`config.mk`:
```
export PLATFORM = sky130hd
export DESIGN_NAME = hsnu_regs
export DESIGN_NICKNAME = d
export VERILOG_FILES = /design/src/hsnu_pkg.sv /design/src/hsnu_regs.sv /design/src/hsnu_pin_sync.sv
export VERILOG_INCLUDE_DIRS = /design/src
export SDC_FILE = /design/constraint.sdc
export NUM_CORES = 1
export LEC_CHECK = 0
export BUFFER_PORTS_ARGS = -buffer_cell sky130_fd_sc_hd__clkbuf_2
export CAP_MARGIN = 10
export CORE_ASPECT_RATIO = 1.5
export CORE_MARGIN = 2
export CORE_UTILIZATION = 61
export DETAILED_ROUTE_END_ITERATION = 8
export GPL_ROUTABILITY_DRIVEN = 1
export GPL_TIMING_DRIVEN = 0
export PLACE_DENSITY = 0.8
export SYNTH_ARGS = -nofsm -noshare
export SYNTH_HDL_FRONTEND = slang
export SYNTH_SLANG_ARGS = --single-unit
```
`constraint.sdc`:
```
create_clock -name i_mclk -period 2.57 [get_ports i_mclk]
set_input_delay 0 -clock i_mclk [delete_from_list [all_inputs] [get_ports i_mclk]]
set_output_delay 0 -clock i_mclk [all_outputs]
set_load 0.01 [all_outputs]
```
`src/hsnu_map.svh`:
```
// Register offsets, field positions, reset values and constants
`ifndef HSNU_MAP_SVH
`define HSNU_MAP_SVH

// ========================================
// Register offsets
`define HSNU_ADDR_IDENT        8'h08
`define HSNU_ADDR_GAP_LO       8'h09
`define HSNU_ADDR_GAP_HI       8'h2f
`define HSNU_ADDR_SPEED_CTL    8'h30
`define HSNU_ADDR_UNLOCK_KEY   8'h31
`define HSNU_ADDR_READY_STAT   8'h32

// ========================================
// Field positions
`define HSNU_IDENT_DIE_MSB     15
`define HSNU_IDENT_DIE_LSB     8
`define HSNU_IDENT_REV_MSB     7
`define HSNU_IDENT_REV_LSB     0
`define HSNU_SPEED_FLAG_BIT    15
`define HSNU_SPEED_RSVD_MSB    14
`define HSNU_SPEED_RSVD_LSB    9
`define HSNU_SPEED_VAL_MSB     8
`define HSNU_SPEED_VAL_LSB     0
`define HSNU_READY_BIT         0

// ========================================
// Reset values and fixed codes
`define HSNU_RST_SPEED_FLAG    1'b0
`define HSNU_RST_SPEED_VAL     9'h000
`define HSNU_RST_UNLOCK_KEY    16'h0000
`define HSNU_RST_READY         1'b0
`define HSNU_UNLOCK_CODE       16'hc0de
// Arbitrary identity values, not tied to any real part
`define HSNU_DIE_IDENT         8'h5a
`define HSNU_REV_CODE          8'h03
// Arbitrary 7-bit serial address of this device
`define HSNU_DEV_ADDR          7'h52
`define HSNU_BITS_PER_BYTE     4'h8

`endif

```
`src/hsnu_pkg.sv`:
```
// Types shared by the register bank files
package hsnu_pkg;

    // Host speed control contents
    typedef struct packed {
        logic       flag;
        logic [8:0] value;
    } hsnu_speed_ctl_t;

    // Serial bus pins after filtering
    typedef struct packed {
        logic scl;
        logic sda;
    } hsnu_bus_pins_t;

    // Serial slave states
    typedef enum logic [2:0] {
        ST_IDLE,
        ST_ADDR,
        ST_ACK,
        ST_WRITE,
        ST_READ,
        ST_RACK
    } hsnu_state_t;

endpackage

```
`src/hsnu_regs.sv`:
```
// Host speed host_speed_flag_a and memory unlock registers behind a serial slave
// How it works
// - Address 0x08 reads die identifier high byte, revision code low byte.
// - Revision code is a fixed 8-bit count, same on every read.
// - Addresses 0x09 to 0x2F hold nothing; read zero, writes dropped.
// - Speed control bit 15 is a writable host_speed_flag_a flag, reset zero.
// - Host_speed_flag_a set selects host 9-bit speed value over other inputs.
// - Speed control bits 14 to 9 read zero; host must not write.
// - Address 0x31 is a 16-bit read/write unlock key, reset zero.
// - Customer memory opens only while the key holds 0xC0DE.
// - Address 0x32 bit 0 reads memory ready, one when accessible.
// - Status bits 15 to 1 read zero; host must not access.
// - Speed, key and status registers come out of reset all zero.
`timescale 1ns/100ps
`default_nettype none
`include "hsnu_map.svh"

module hsnu_regs
    import hsnu_pkg::*;
(
    input  wire logic       i_mclk,
    input  wire logic       i_arst_n,
    input  wire logic       i_scl,
    input  wire logic       i_sda,
    output logic            o_sda,
    output logic            o_sda_oe,
    input  wire logic [8:0] i_speed_other,
    input  wire logic       i_nvm_busy,
    output logic [8:0]      o_speed_cmd,
    output logic            o_speed_host_speed_flag_a,
    output logic            o_nvm_unlocked
);

    // ========================================
    // Pin filtering and edge detection
    hsnu_bus_pins_t pins_raw;
    hsnu_bus_pins_t pins;
    hsnu_bus_pins_t pins_q;

    assign pins_raw.scl = i_scl;
    assign pins_raw.sda = i_sda;

    hsnu_pin_sync u_sync (
        .i_mclk   (i_mclk),
        .i_arst_n (i_arst_n),
        .i_pins   (pins_raw),
        .o_pins   (pins)
    );

    // Previous filtered levels
    always_ff @(posedge i_mclk or negedge i_arst_n) begin
        if (!i_arst_n) begin
            pins_q <= 2'b11;
        end else begin
            pins_q <= pins;
        end
    end

    logic scl_rise;
    logic scl_fall;
    logic bus_start;
    logic bus_stop;

    // Start and stop are SDA moves while SCL stays high
    assign scl_rise  = pins.scl & ~pins_q.scl;
    assign scl_fall  = ~pins.scl & pins_q.scl;
    assign bus_start = pins.scl & pins_q.scl & ~pins.sda & pins_q.sda;
    assign bus_stop  = pins.scl & pins_q.scl & pins.sda & ~pins_q.sda;

    // ========================================
    // Register storage
    hsnu_speed_ctl_t speed_ctl;
    hsnu_speed_ctl_t next_speed_ctl;
    logic [15:0]     unlock_key;
    logic [15:0]     next_unlock_key;
    logic            nvm_ready;
    logic            wr_en;
    logic [7:0]      wr_addr;
    logic [15:0]     wr_data;

    // Host writes land only in writable fields
    always_comb begin
        next_speed_ctl  = speed_ctl;
        next_unlock_key = unlock_key;
        if (wr_en) begin
            case (wr_addr)
                `HSNU_ADDR_SPEED_CTL: begin
                    next_speed_ctl.flag  = wr_data[`HSNU_SPEED_FLAG_BIT];
                    next_speed_ctl.value =
                        wr_data[`HSNU_SPEED_VAL_MSB:`HSNU_SPEED_VAL_LSB];
                end
                `HSNU_ADDR_UNLOCK_KEY: begin
                    next_unlock_key = wr_data;
                end
                // Identity, status, gap and unmapped writes are dropped
                default: next_speed_ctl = speed_ctl;
            endcase
        end
    end

    always_ff @(posedge i_mclk or negedge i_arst_n) begin
        if (!i_arst_n) begin
            speed_ctl.flag  <= `HSNU_RST_SPEED_FLAG;
            speed_ctl.value <= `HSNU_RST_SPEED_VAL;
            unlock_key      <= `HSNU_RST_UNLOCK_KEY;
            nvm_ready       <= `HSNU_RST_READY;
        end else begin
            speed_ctl  <= next_speed_ctl;
            unlock_key <= next_unlock_key;
            nvm_ready  <= ~i_nvm_busy;
        end
    end

    // ========================================
    // Read multiplexer
    logic [7:0]  reg_ptr;
    logic [15:0] rd_data;

    // Reserved bits and the unused gap read as zero
    always_comb begin
        rd_data = 16'h0000;
        case (reg_ptr)
            `HSNU_ADDR_IDENT: begin
                rd_data = {`HSNU_DIE_IDENT, `HSNU_REV_CODE};
            end
            `HSNU_ADDR_SPEED_CTL: begin
                rd_data = {speed_ctl.flag, 6'h00, speed_ctl.value};
            end
            `HSNU_ADDR_UNLOCK_KEY: rd_data = unlock_key;
            `HSNU_ADDR_READY_STAT: rd_data = {15'h0000, nvm_ready};
            default:               rd_data = 16'h0000;
        endcase
    end

    // ========================================
    // Serial slave
    // Frame: address, register pointer, data high, data low
    hsnu_state_t state;
    hsnu_state_t next_state;
    logic [7:0]  shift;
    logic [7:0]  next_shift;
    logic [3:0]  bit_cnt;
    logic [3:0]  next_bit_cnt;
    logic [1:0]  byte_idx;
    logic [1:0]  next_byte_idx;
    logic        rw;
    logic        next_rw;
    logic [7:0]  next_reg_ptr;
    logic [7:0]  data_hi;
    logic [7:0]  next_data_hi;
    logic [15:0] rd_word;
    logic [15:0] next_rd_word;
    logic        rd_lo;
    logic        next_rd_lo;
    logic        nack;
    logic        next_nack;
    logic        sda_oe;
    logic        next_sda_oe;
    logic [7:0]  rd_byte;

    assign rd_byte = rd_lo ? rd_word[7:0] : rd_word[15:8];

    always_comb begin
        next_state    = state;
        next_shift    = shift;
        next_bit_cnt  = bit_cnt;
        next_byte_idx = byte_idx;
        next_rw       = rw;
        next_reg_ptr  = reg_ptr;
        next_data_hi  = data_hi;
        next_rd_word  = rd_word;
        next_rd_lo    = rd_lo;
        next_nack     = nack;
        next_sda_oe   = sda_oe;
        wr_en         = 1'b0;
        wr_addr       = reg_ptr;
        wr_data       = {data_hi, shift};
        if (bus_stop) begin
            next_state  = ST_IDLE;
            next_sda_oe = 1'b0;
        end else if (bus_start) begin
            // Repeated start keeps the register pointer
            next_state    = ST_ADDR;
            next_bit_cnt  = 4'h0;
            next_byte_idx = 2'h0;
            next_sda_oe   = 1'b0;
        end else begin
            case (state)
                ST_IDLE: next_sda_oe = 1'b0;
                ST_ADDR, ST_WRITE: begin
                    if (scl_rise && bit_cnt != `HSNU_BITS_PER_BYTE) begin
                        next_shift   = {shift[6:0], pins.sda};
                        next_bit_cnt = bit_cnt + 4'h1;
                    end else if (scl_fall &&
                                 bit_cnt == `HSNU_BITS_PER_BYTE) begin
                        next_bit_cnt = 4'h0;
                        if (state == ST_ADDR) begin
                            if (shift[7:1] == `HSNU_DEV_ADDR) begin
                                next_rw     = shift[0];
                                next_sda_oe = 1'b1;
                                next_state  = ST_ACK;
                            end else begin
                                next_state = ST_IDLE;
                            end
                        end else begin
                            next_sda_oe = 1'b1;
                            next_state  = ST_ACK;
                            case (byte_idx)
                                2'h0: begin
                                    next_reg_ptr  = shift;
                                    next_byte_idx = 2'h1;
                                end
                                2'h1: begin
                                    next_data_hi  = shift;
                                    next_byte_idx = 2'h2;
                                end
                                default: begin
                                    // Whole word commits; pointer advances
                                    wr_en         = 1'b1;
                                    next_reg_ptr  = reg_ptr + 8'h01;
                                    next_byte_idx = 2'h1;
                                end
                            endcase
                        end
                    end
                end
                ST_ACK: begin
                    if (scl_fall) begin
                        if (rw) begin
                            // Snapshot word so both bytes match
                            next_rd_word = rd_data;
                            next_rd_lo   = 1'b0;
                            next_sda_oe  = ~rd_data[15];
                            next_bit_cnt = 4'h1;
                            next_state   = ST_READ;
                        end else begin
                            next_sda_oe = 1'b0;
                            next_state  = ST_WRITE;
                        end
                    end
                end
                ST_READ: begin
                    if (scl_fall) begin
                        if (bit_cnt == `HSNU_BITS_PER_BYTE) begin
                            next_sda_oe = 1'b0;
                            next_state  = ST_RACK;
                        end else begin
                            next_sda_oe  = ~rd_byte[3'h7 - bit_cnt[2:0]];
                            next_bit_cnt = bit_cnt + 4'h1;
                        end
                    end
                end
                ST_RACK: begin
                    if (scl_rise) begin
                        next_nack = pins.sda;
                    end else if (scl_fall) begin
                        if (nack) begin
                            next_state = ST_IDLE;
                        end else if (!rd_lo) begin
                            next_rd_lo   = 1'b1;
                            next_sda_oe  = ~rd_word[7];
                            next_bit_cnt = 4'h1;
                            next_state   = ST_READ;
                        end else begin
                            // Sequential read moves to the next word
                            next_reg_ptr = reg_ptr + 8'h01;
                            next_state   = ST_ACK;
                            next_sda_oe  = 1'b0;
                            next_rw      = 1'b1;
                        end
                    end
                end
                default: next_state = ST_IDLE;
            endcase
        end
    end

    always_ff @(posedge i_mclk or negedge i_arst_n) begin
        if (!i_arst_n) begin
            state    <= ST_IDLE;
            shift    <= 8'h00;
            bit_cnt  <= 4'h0;
            byte_idx <= 2'h0;
            rw       <= 1'b0;
            reg_ptr  <= 8'h00;
            data_hi  <= 8'h00;
            rd_word  <= 16'h0000;
            rd_lo    <= 1'b0;
            nack     <= 1'b0;
            sda_oe   <= 1'b0;
        end else begin
            state    <= next_state;
            shift    <= next_shift;
            bit_cnt  <= next_bit_cnt;
            byte_idx <= next_byte_idx;
            rw       <= next_rw;
            reg_ptr  <= next_reg_ptr;
            data_hi  <= next_data_hi;
            rd_word  <= next_rd_word;
            rd_lo    <= next_rd_lo;
            nack     <= next_nack;
            sda_oe   <= next_sda_oe;
        end
    end

    // ========================================
    // Outputs, all registered
    logic [8:0] next_speed_cmd;
    logic       next_unlocked;

    always_comb begin
        next_speed_cmd = speed_ctl.flag ? speed_ctl.value
                                        : i_speed_other;
        next_unlocked  = (unlock_key == `HSNU_UNLOCK_CODE);
    end

    // Open-drain: data pin is only ever pulled low
    always_ff @(posedge i_mclk or negedge i_arst_n) begin
        if (!i_arst_n) begin
            o_sda            <= 1'b0;
            o_sda_oe         <= 1'b0;
            o_speed_cmd      <= 9'h000;
            o_speed_host_speed_flag_a <= 1'b0;
            o_nvm_unlocked   <= 1'b0;
        end else begin
            o_sda            <= 1'b0;
            o_sda_oe         <= sda_oe;
            o_speed_cmd      <= next_speed_cmd;
            o_speed_host_speed_flag_a <= speed_ctl.flag;
            o_nvm_unlocked   <= next_unlocked;
        end
    end

endmodule

`default_nettype wire

```
`src/hsnu_pin_sync.sv`:
```
// Three-stage pin synchroniser with agreement filter
`timescale 1ns/100ps
`default_nettype none

module hsnu_pin_sync
    import hsnu_pkg::*;
(
    input  wire logic           i_mclk,
    input  wire logic           i_arst_n,
    input  wire hsnu_bus_pins_t i_pins,
    output var  hsnu_bus_pins_t o_pins
);

    // ========================================
    // Per-bit synchroniser
    // Idle bus level is high, so all stages reset to one
    logic [1:0] s1;
    logic [1:0] s2;
    logic [1:0] s3;
    logic [1:0] filt;
    logic [1:0] next_filt;

    genvar g;
    generate
        for (g = 0; g < 2; g = g + 1) begin : g_bit
            // Change taken only when stages two and three agree
            always_comb begin
                next_filt[g] = (s2[g] == s3[g]) ? s3[g] : filt[g];
            end

            always_ff @(posedge i_mclk or negedge i_arst_n) begin
                if (!i_arst_n) begin
                    s1[g]   <= 1'b1;
                    s2[g]   <= 1'b1;
                    s3[g]   <= 1'b1;
                    filt[g] <= 1'b1;
                end else begin
                    s1[g]   <= i_pins[g];
                    s2[g]   <= s1[g];
                    s3[g]   <= s2[g];
                    filt[g] <= next_filt[g];
                end
            end
        end
    endgenerate

    assign o_pins = filt;

endmodule

`default_nettype wire

```
# After elaboration in Yosys (flattened, before gate mapping)
# Index checks and enable logic that the tools add are counted.
# word_totals
word_cells	210
in_bits	14
ff_bits	102
out_inout_bits	13
# classes
add_sub_neg	3
bitwise_logic	19
n_mux	84
n_reduce_logical	25
magnitude_cmp	1
eq_ne	49
# ops
operator	count
$mux 8	8
$pmux 16 s4	1
$mux 4	11
$ne 4x4->1 const B	10
$mux 3	13
$mux 1	35
$reduce_and 11->1	3
$pmux 8 s2	2
$ne 2x2->1 const B	14
$ne 3x3->1 const B	9
$eq 8x6->1 const B	3
$eq 16x16->1 const B	1
$pmux 4 s4	1
$reduce_and 8->1	2
$pmux 3 s5	1
$mux 2	7
$not 1->1	12
$reduce_and 5->1	2
$mux 9	1
$reduce_and 9->1	1
$add 8x1->8 const B	1
$eq 8x4->1 const B	1
$reduce_and 4->1	2
$reduce_bool 2->1	4
23 further kinds	36

# Logic depth before layout (Yosys ltp)
# logic_depth
word_depth	10
depth_mapped	9
ltp_nobuf	7

# Hierarchy
# From an unflattened synthesis, not the netlist that was laid out.
# unflattened
cells_unflattened	412
hier_area_um2	4893.4
# modules_own_cells
mod	cells_per_inst	seq_area_each_um2	area_each_um2	instances
hsnu_regs	402	2354.8	4660.7	1
hsnu_pin_sync	10	210.2	232.7	1

# Worst setup path after synthesis
# No wires, ideal clock.
# synth_path
path_kind	register to register
from	register bit_cnt[0]
to	register unlock_key[10]
stages_incl_launch_ff	10
setup_time_ns	0.125
n_path_buf	2
required_ns	2.445
setup_slack_ns	0.436
arrival_ns	2.009
cell_sequence	dfrtp_1 inv_1 ha_1 nand3b_1 nor2_1 nand4_1 and2b_1 buf_6 buf_12 mux2_4
# synth_between
elab_chain_len	8
word_cells_on_any_way	10
classes_between	eq/ne: 2; mux: 5; reduce/logical: 3
# synth_rtl
element	line_no	rtl
start: declaration	hsnu_regs.sv:142	logic [3:0] bit_cnt;
start signal: assignment	hsnu_regs.sv:294	bit_cnt <= next_bit_cnt;
$eq 4x4->1 (no source line)	-	
$logic_and 1x1->1 (no source line)	-	
$mux 1	hsnu_regs.sv:194	end else if (scl_fall &&
$mux 1 *	hsnu_regs.sv:191	if (scl_rise && bit_cnt != `HSNU_BITS_PER_BYTE) begin
$mux 1 *	hsnu_regs.sv:188	case (state)
$mux 1 *	hsnu_regs.sv:181	end else if (bus_start) begin
$mux 1 *	hsnu_regs.sv:178	if (bus_stop) begin
$reduce_and 2->1 (no source line) *	-	
end signal: assignment	hsnu_regs.sv:105	unlock_key <= `HSNU_RST_UNLOCK_KEY;
end signal: assignment	hsnu_regs.sv:109	unlock_key <= next_unlock_key;
end: declaration	hsnu_regs.sv:74	logic [15:0] unlock_key;
# Every way passes the cells marked *; elsewhere a longest branch is shown, timed or not.
# A chain may end at the register's enable or synchronous reset.

# Worst setup path in the final report
# layout_path
from	register bit_cnt[0]
to	register unlock_key[15]
# The elaborated chain is that of the path after synthesis.

==> flow_summary.yaml <==
worst_setup_path:
  arrival_ps: 2710
  worstReg2RegEnd: "unlock_key[15]"
  crit_end: "unlock_key[15]"
  critPathLaunchType: "flip-flop"
  r2r_setup_slack_ps: 100
  endpoint_kind: "flip-flop"
  cp_data_required_time_ps: 2800
  startpoint: "bit_cnt[0]"
  r2r-start: "bit_cnt[0]"
  path_class: "flip-flop to flip-flop"
  cp_max_fo: 10
  worst_r2r_path_depth: 9
clock_tree:
  cts_root_buffer: "clkbuf_16"
  cts_tree: "done"
  clk_path_buf_depth: 2
  path_clk_slew_ps: 70
  cts_sinks: 102
  cts_made_buffers: 9
  clk_latency_ps: 350
  h-tree-depth: 3
placement:
  placed_area_um2: 5150
  dp_slack_ps: -0.805
  hpwlAfterDp_um: 7770
  dp.cells: 541
  port_buffers: 25
  gp_congestion: 0.903
flow_run:
  maxCapViolCount: 0
timing:
  final_max_slew_viol_count: 0
  hold_violations: 0
  worst_pin_slew_ps: 794
  slew_headroom_pct: 46.5
  worst_slack_ps: 95.3
  fmax_ghz: 0.404
  skew_ps: 7.84
  whs_ps: 215
  setup_viol_count_final: 0
  fin_crit_sh_pct: 96.3
  finalWorstPathRequiredPeriod_ps: 2470
routing:
  final_antenna_net_count: 0
  dr.pass1.iters: 5
  drcViolationCount: 0
  via_count: 3560
  detail_route.wl_per_cell_um: 19.4
  via_per_inst: 6.23
  first_iter_violations: 291
  routed_wl_um: 11100
power:
  vdd_drop_max_mv: 0.791
  power_density_nw_per_um2: 750
  power_leakage_uw: 0.00247
finish:
  fin_nets: 484
  final_cells: 571
  drive_above_1_share_pct: 27.3
  area_delta_synth_final_pct: 15.2
  final_area_um2: 5610
  antenna_cells: 0
logic_synthesis:
  synthArstFlopShare_pct: 100
  ys.warnings.count: 0
  yosysMostFrequentCell: "dfrtp_1"
  yosysTopAreaCell: "dfrtp_1"
  yosysSeqAreaShare_pct: 52.7
  synthesis.nets: 433
  synthFlopType: "dfrtp_1"
  synth-edff-count: 0
  netlist_area_um2: 4870
  synth_area_leaders: "dfrtp_1 (47%), mux2_2 (9.3%), dfstp_2 (5.4%)"
  syn_avg_cell_area_um2: 11.8
  ys_ff_latch: 102
  synthCells: 413
  synth_commonest_cells: "dfrtp_1 (92), mux2_2 (40), nand2_1 (37), a21oi_1 (27), o21ai_0 (20)"
  synth_top_cell_area_share_pct: 47.3
  synth_cell_type_count: 64
grt:
  grt_util_all_layers_pct: 27.7
  grt_max_degree: 64
  antenna_found_initial: 0
  grt_pass1_wl_um: 18600
  grt_pass1_vias: 3643
  grt_overflow: 0
floorplan:
  start_util_pct: 63.5
  core_area_um2: 7660
  die_y_um: 113
  fp.dieW_um: 76.9
  num_rows: 39
  num_io_pins: 27
  dieArea_um2: 8730
status:
  status: "completed"
hold_path:
  hold_path.class: "primary input to asynchronous set/reset pin"
-- worst min path at each step --
stage,slack (ps),end,from,cells after the start
2_1_floorplan,-300,bit_cnt[0],i_arst_n,0
3_3_place_gp,90,u_sync.s1[0],i_sda,1
3_5_place_dp,60,o_sda_oe,i_arst_n,1
4_1_cts,240,o_sda_oe,i_arst_n,2
5_1_grt,280,sda_oe,i_arst_n,2
6_report,220,o_sda_oe,i_arst_n,2
-- sequential cells by signal, indices dropped and copies added, names as in the netlist --
name	count
u_sync.s3	2
nack	1
state	3
rd_lo	1
byte_idx	2
nvm_ready	1
rd_word	16
sda_oe	1
u_sync.s2	2
o_sda_oe	1
u_sync.s1	2
shift	8
data_hi	8
o_speed_host_speed_flag_a	1
o_nvm_unlocked	1
u_sync.o_pins	2
rw	1
pins_q	2
bit_cnt	4
o_speed_cmd	9
reg_ptr	8
unlock_key	16
speed_ctl	10
-- final cells by class --
cell class	instances	area, µm²
Sequential cell	102	2560
Multi-Input combinational cell	279	2160
Fill cell	527	2050
Timing Repair Buffer	41	300
Clock buffer	9	225
Tap cell	102	128
Buffer	22	124
Clock inverter	7	72.6
Inverter	9	33.8
-- kinds of logic (layout without fill, tap and decap cells) --
| group | Yosys count | count (layout) | synth area share (%) |
|---|---|---|---|
| buffers and inverters | 32 | 88 | 3.32 |
| AO/OA/AOI/OAI | 100 | 100 | 13.9 |
| other | 1 | 1 | 0.0770 |
| flip-flops | 102 | 102 | 52.7 |
| AND/OR/NAND/NOR | 110 | 110 | 12.7 |
| XOR/XNOR | 1 | 1 | 0.180 |
| adder cells (fa/ha/maj) | 8 | 8 | 1.95 |
| multiplexers | 59 | 59 | 15.3 |
-- cell usage in the layout, fill, tap and decap left out, drive strengths merged, types with 4 or more instances in the layout --
master / count
a21oi: 27
a22o: 15
a31oi: 5
buf: 13
clkbuf: 46
dfrtp: 92
dfstp: 10
dlygate4sd3: 13
ha: 6
inv: 10
mux2: 52
mux4: 4
nand2: 37
nand2b: 7
nand3: 9
nand3b: 4
nand4: 6
nand4b: 4
nor2: 15
nor2b: 6
nor3: 4
o211ai: 5
o21ai: 20
o22ai: 5
or3: 4
-- critical path, stage by stage (launching register included) --
cell	delay [ps]
dfrtp_1	490
inv_1	120
ha_1	200
nand3b_1	240
nor2_4	230
nand4_1	210
and2b_1	270
buf_6	140
buf_12	150
mux2_4	310
-- routing by layer --
layer	part of all wire [%]	GRT usage, %	vias to the layer above
met3	3.9	5.46	41
met4	4.4	14.3	0
met5	0	0	-
li1	-	-	1635
met2	51	46.1	130
met1	41	34.6	1754
-- per-stage QoR --
stage               TNS [ps]  util [%]  total power (µW)
finish                     0      73.2              4200
global route            -331      73.2              4400
global placement           0      66.8              2780
detailed placement    -0.805      67.2              2820
floorplan                  0         -              2530
CTS                        0      73.0              4200
-- report_power, final --
part | leakage (µW) | switching (µW) | internal (µW)
sequential | 0.00134 | 275 | 1780
clock | 0.000142 | 605 | 756
combinational | 0.000993 | 442 | 345
-- repair_timing --
action / CTS / global route
setup endpoints to repair: 2 / 38
setup buffers: 0 / 2
hold buffers: 13 / 0
cloned: 0 / 0
pin swaps: 0 / 1
endpoints found under the hold margin: 51 / 0
gates resized for setup: 1 / 2
No activity file was read; power rests on OpenSTA's default activity.
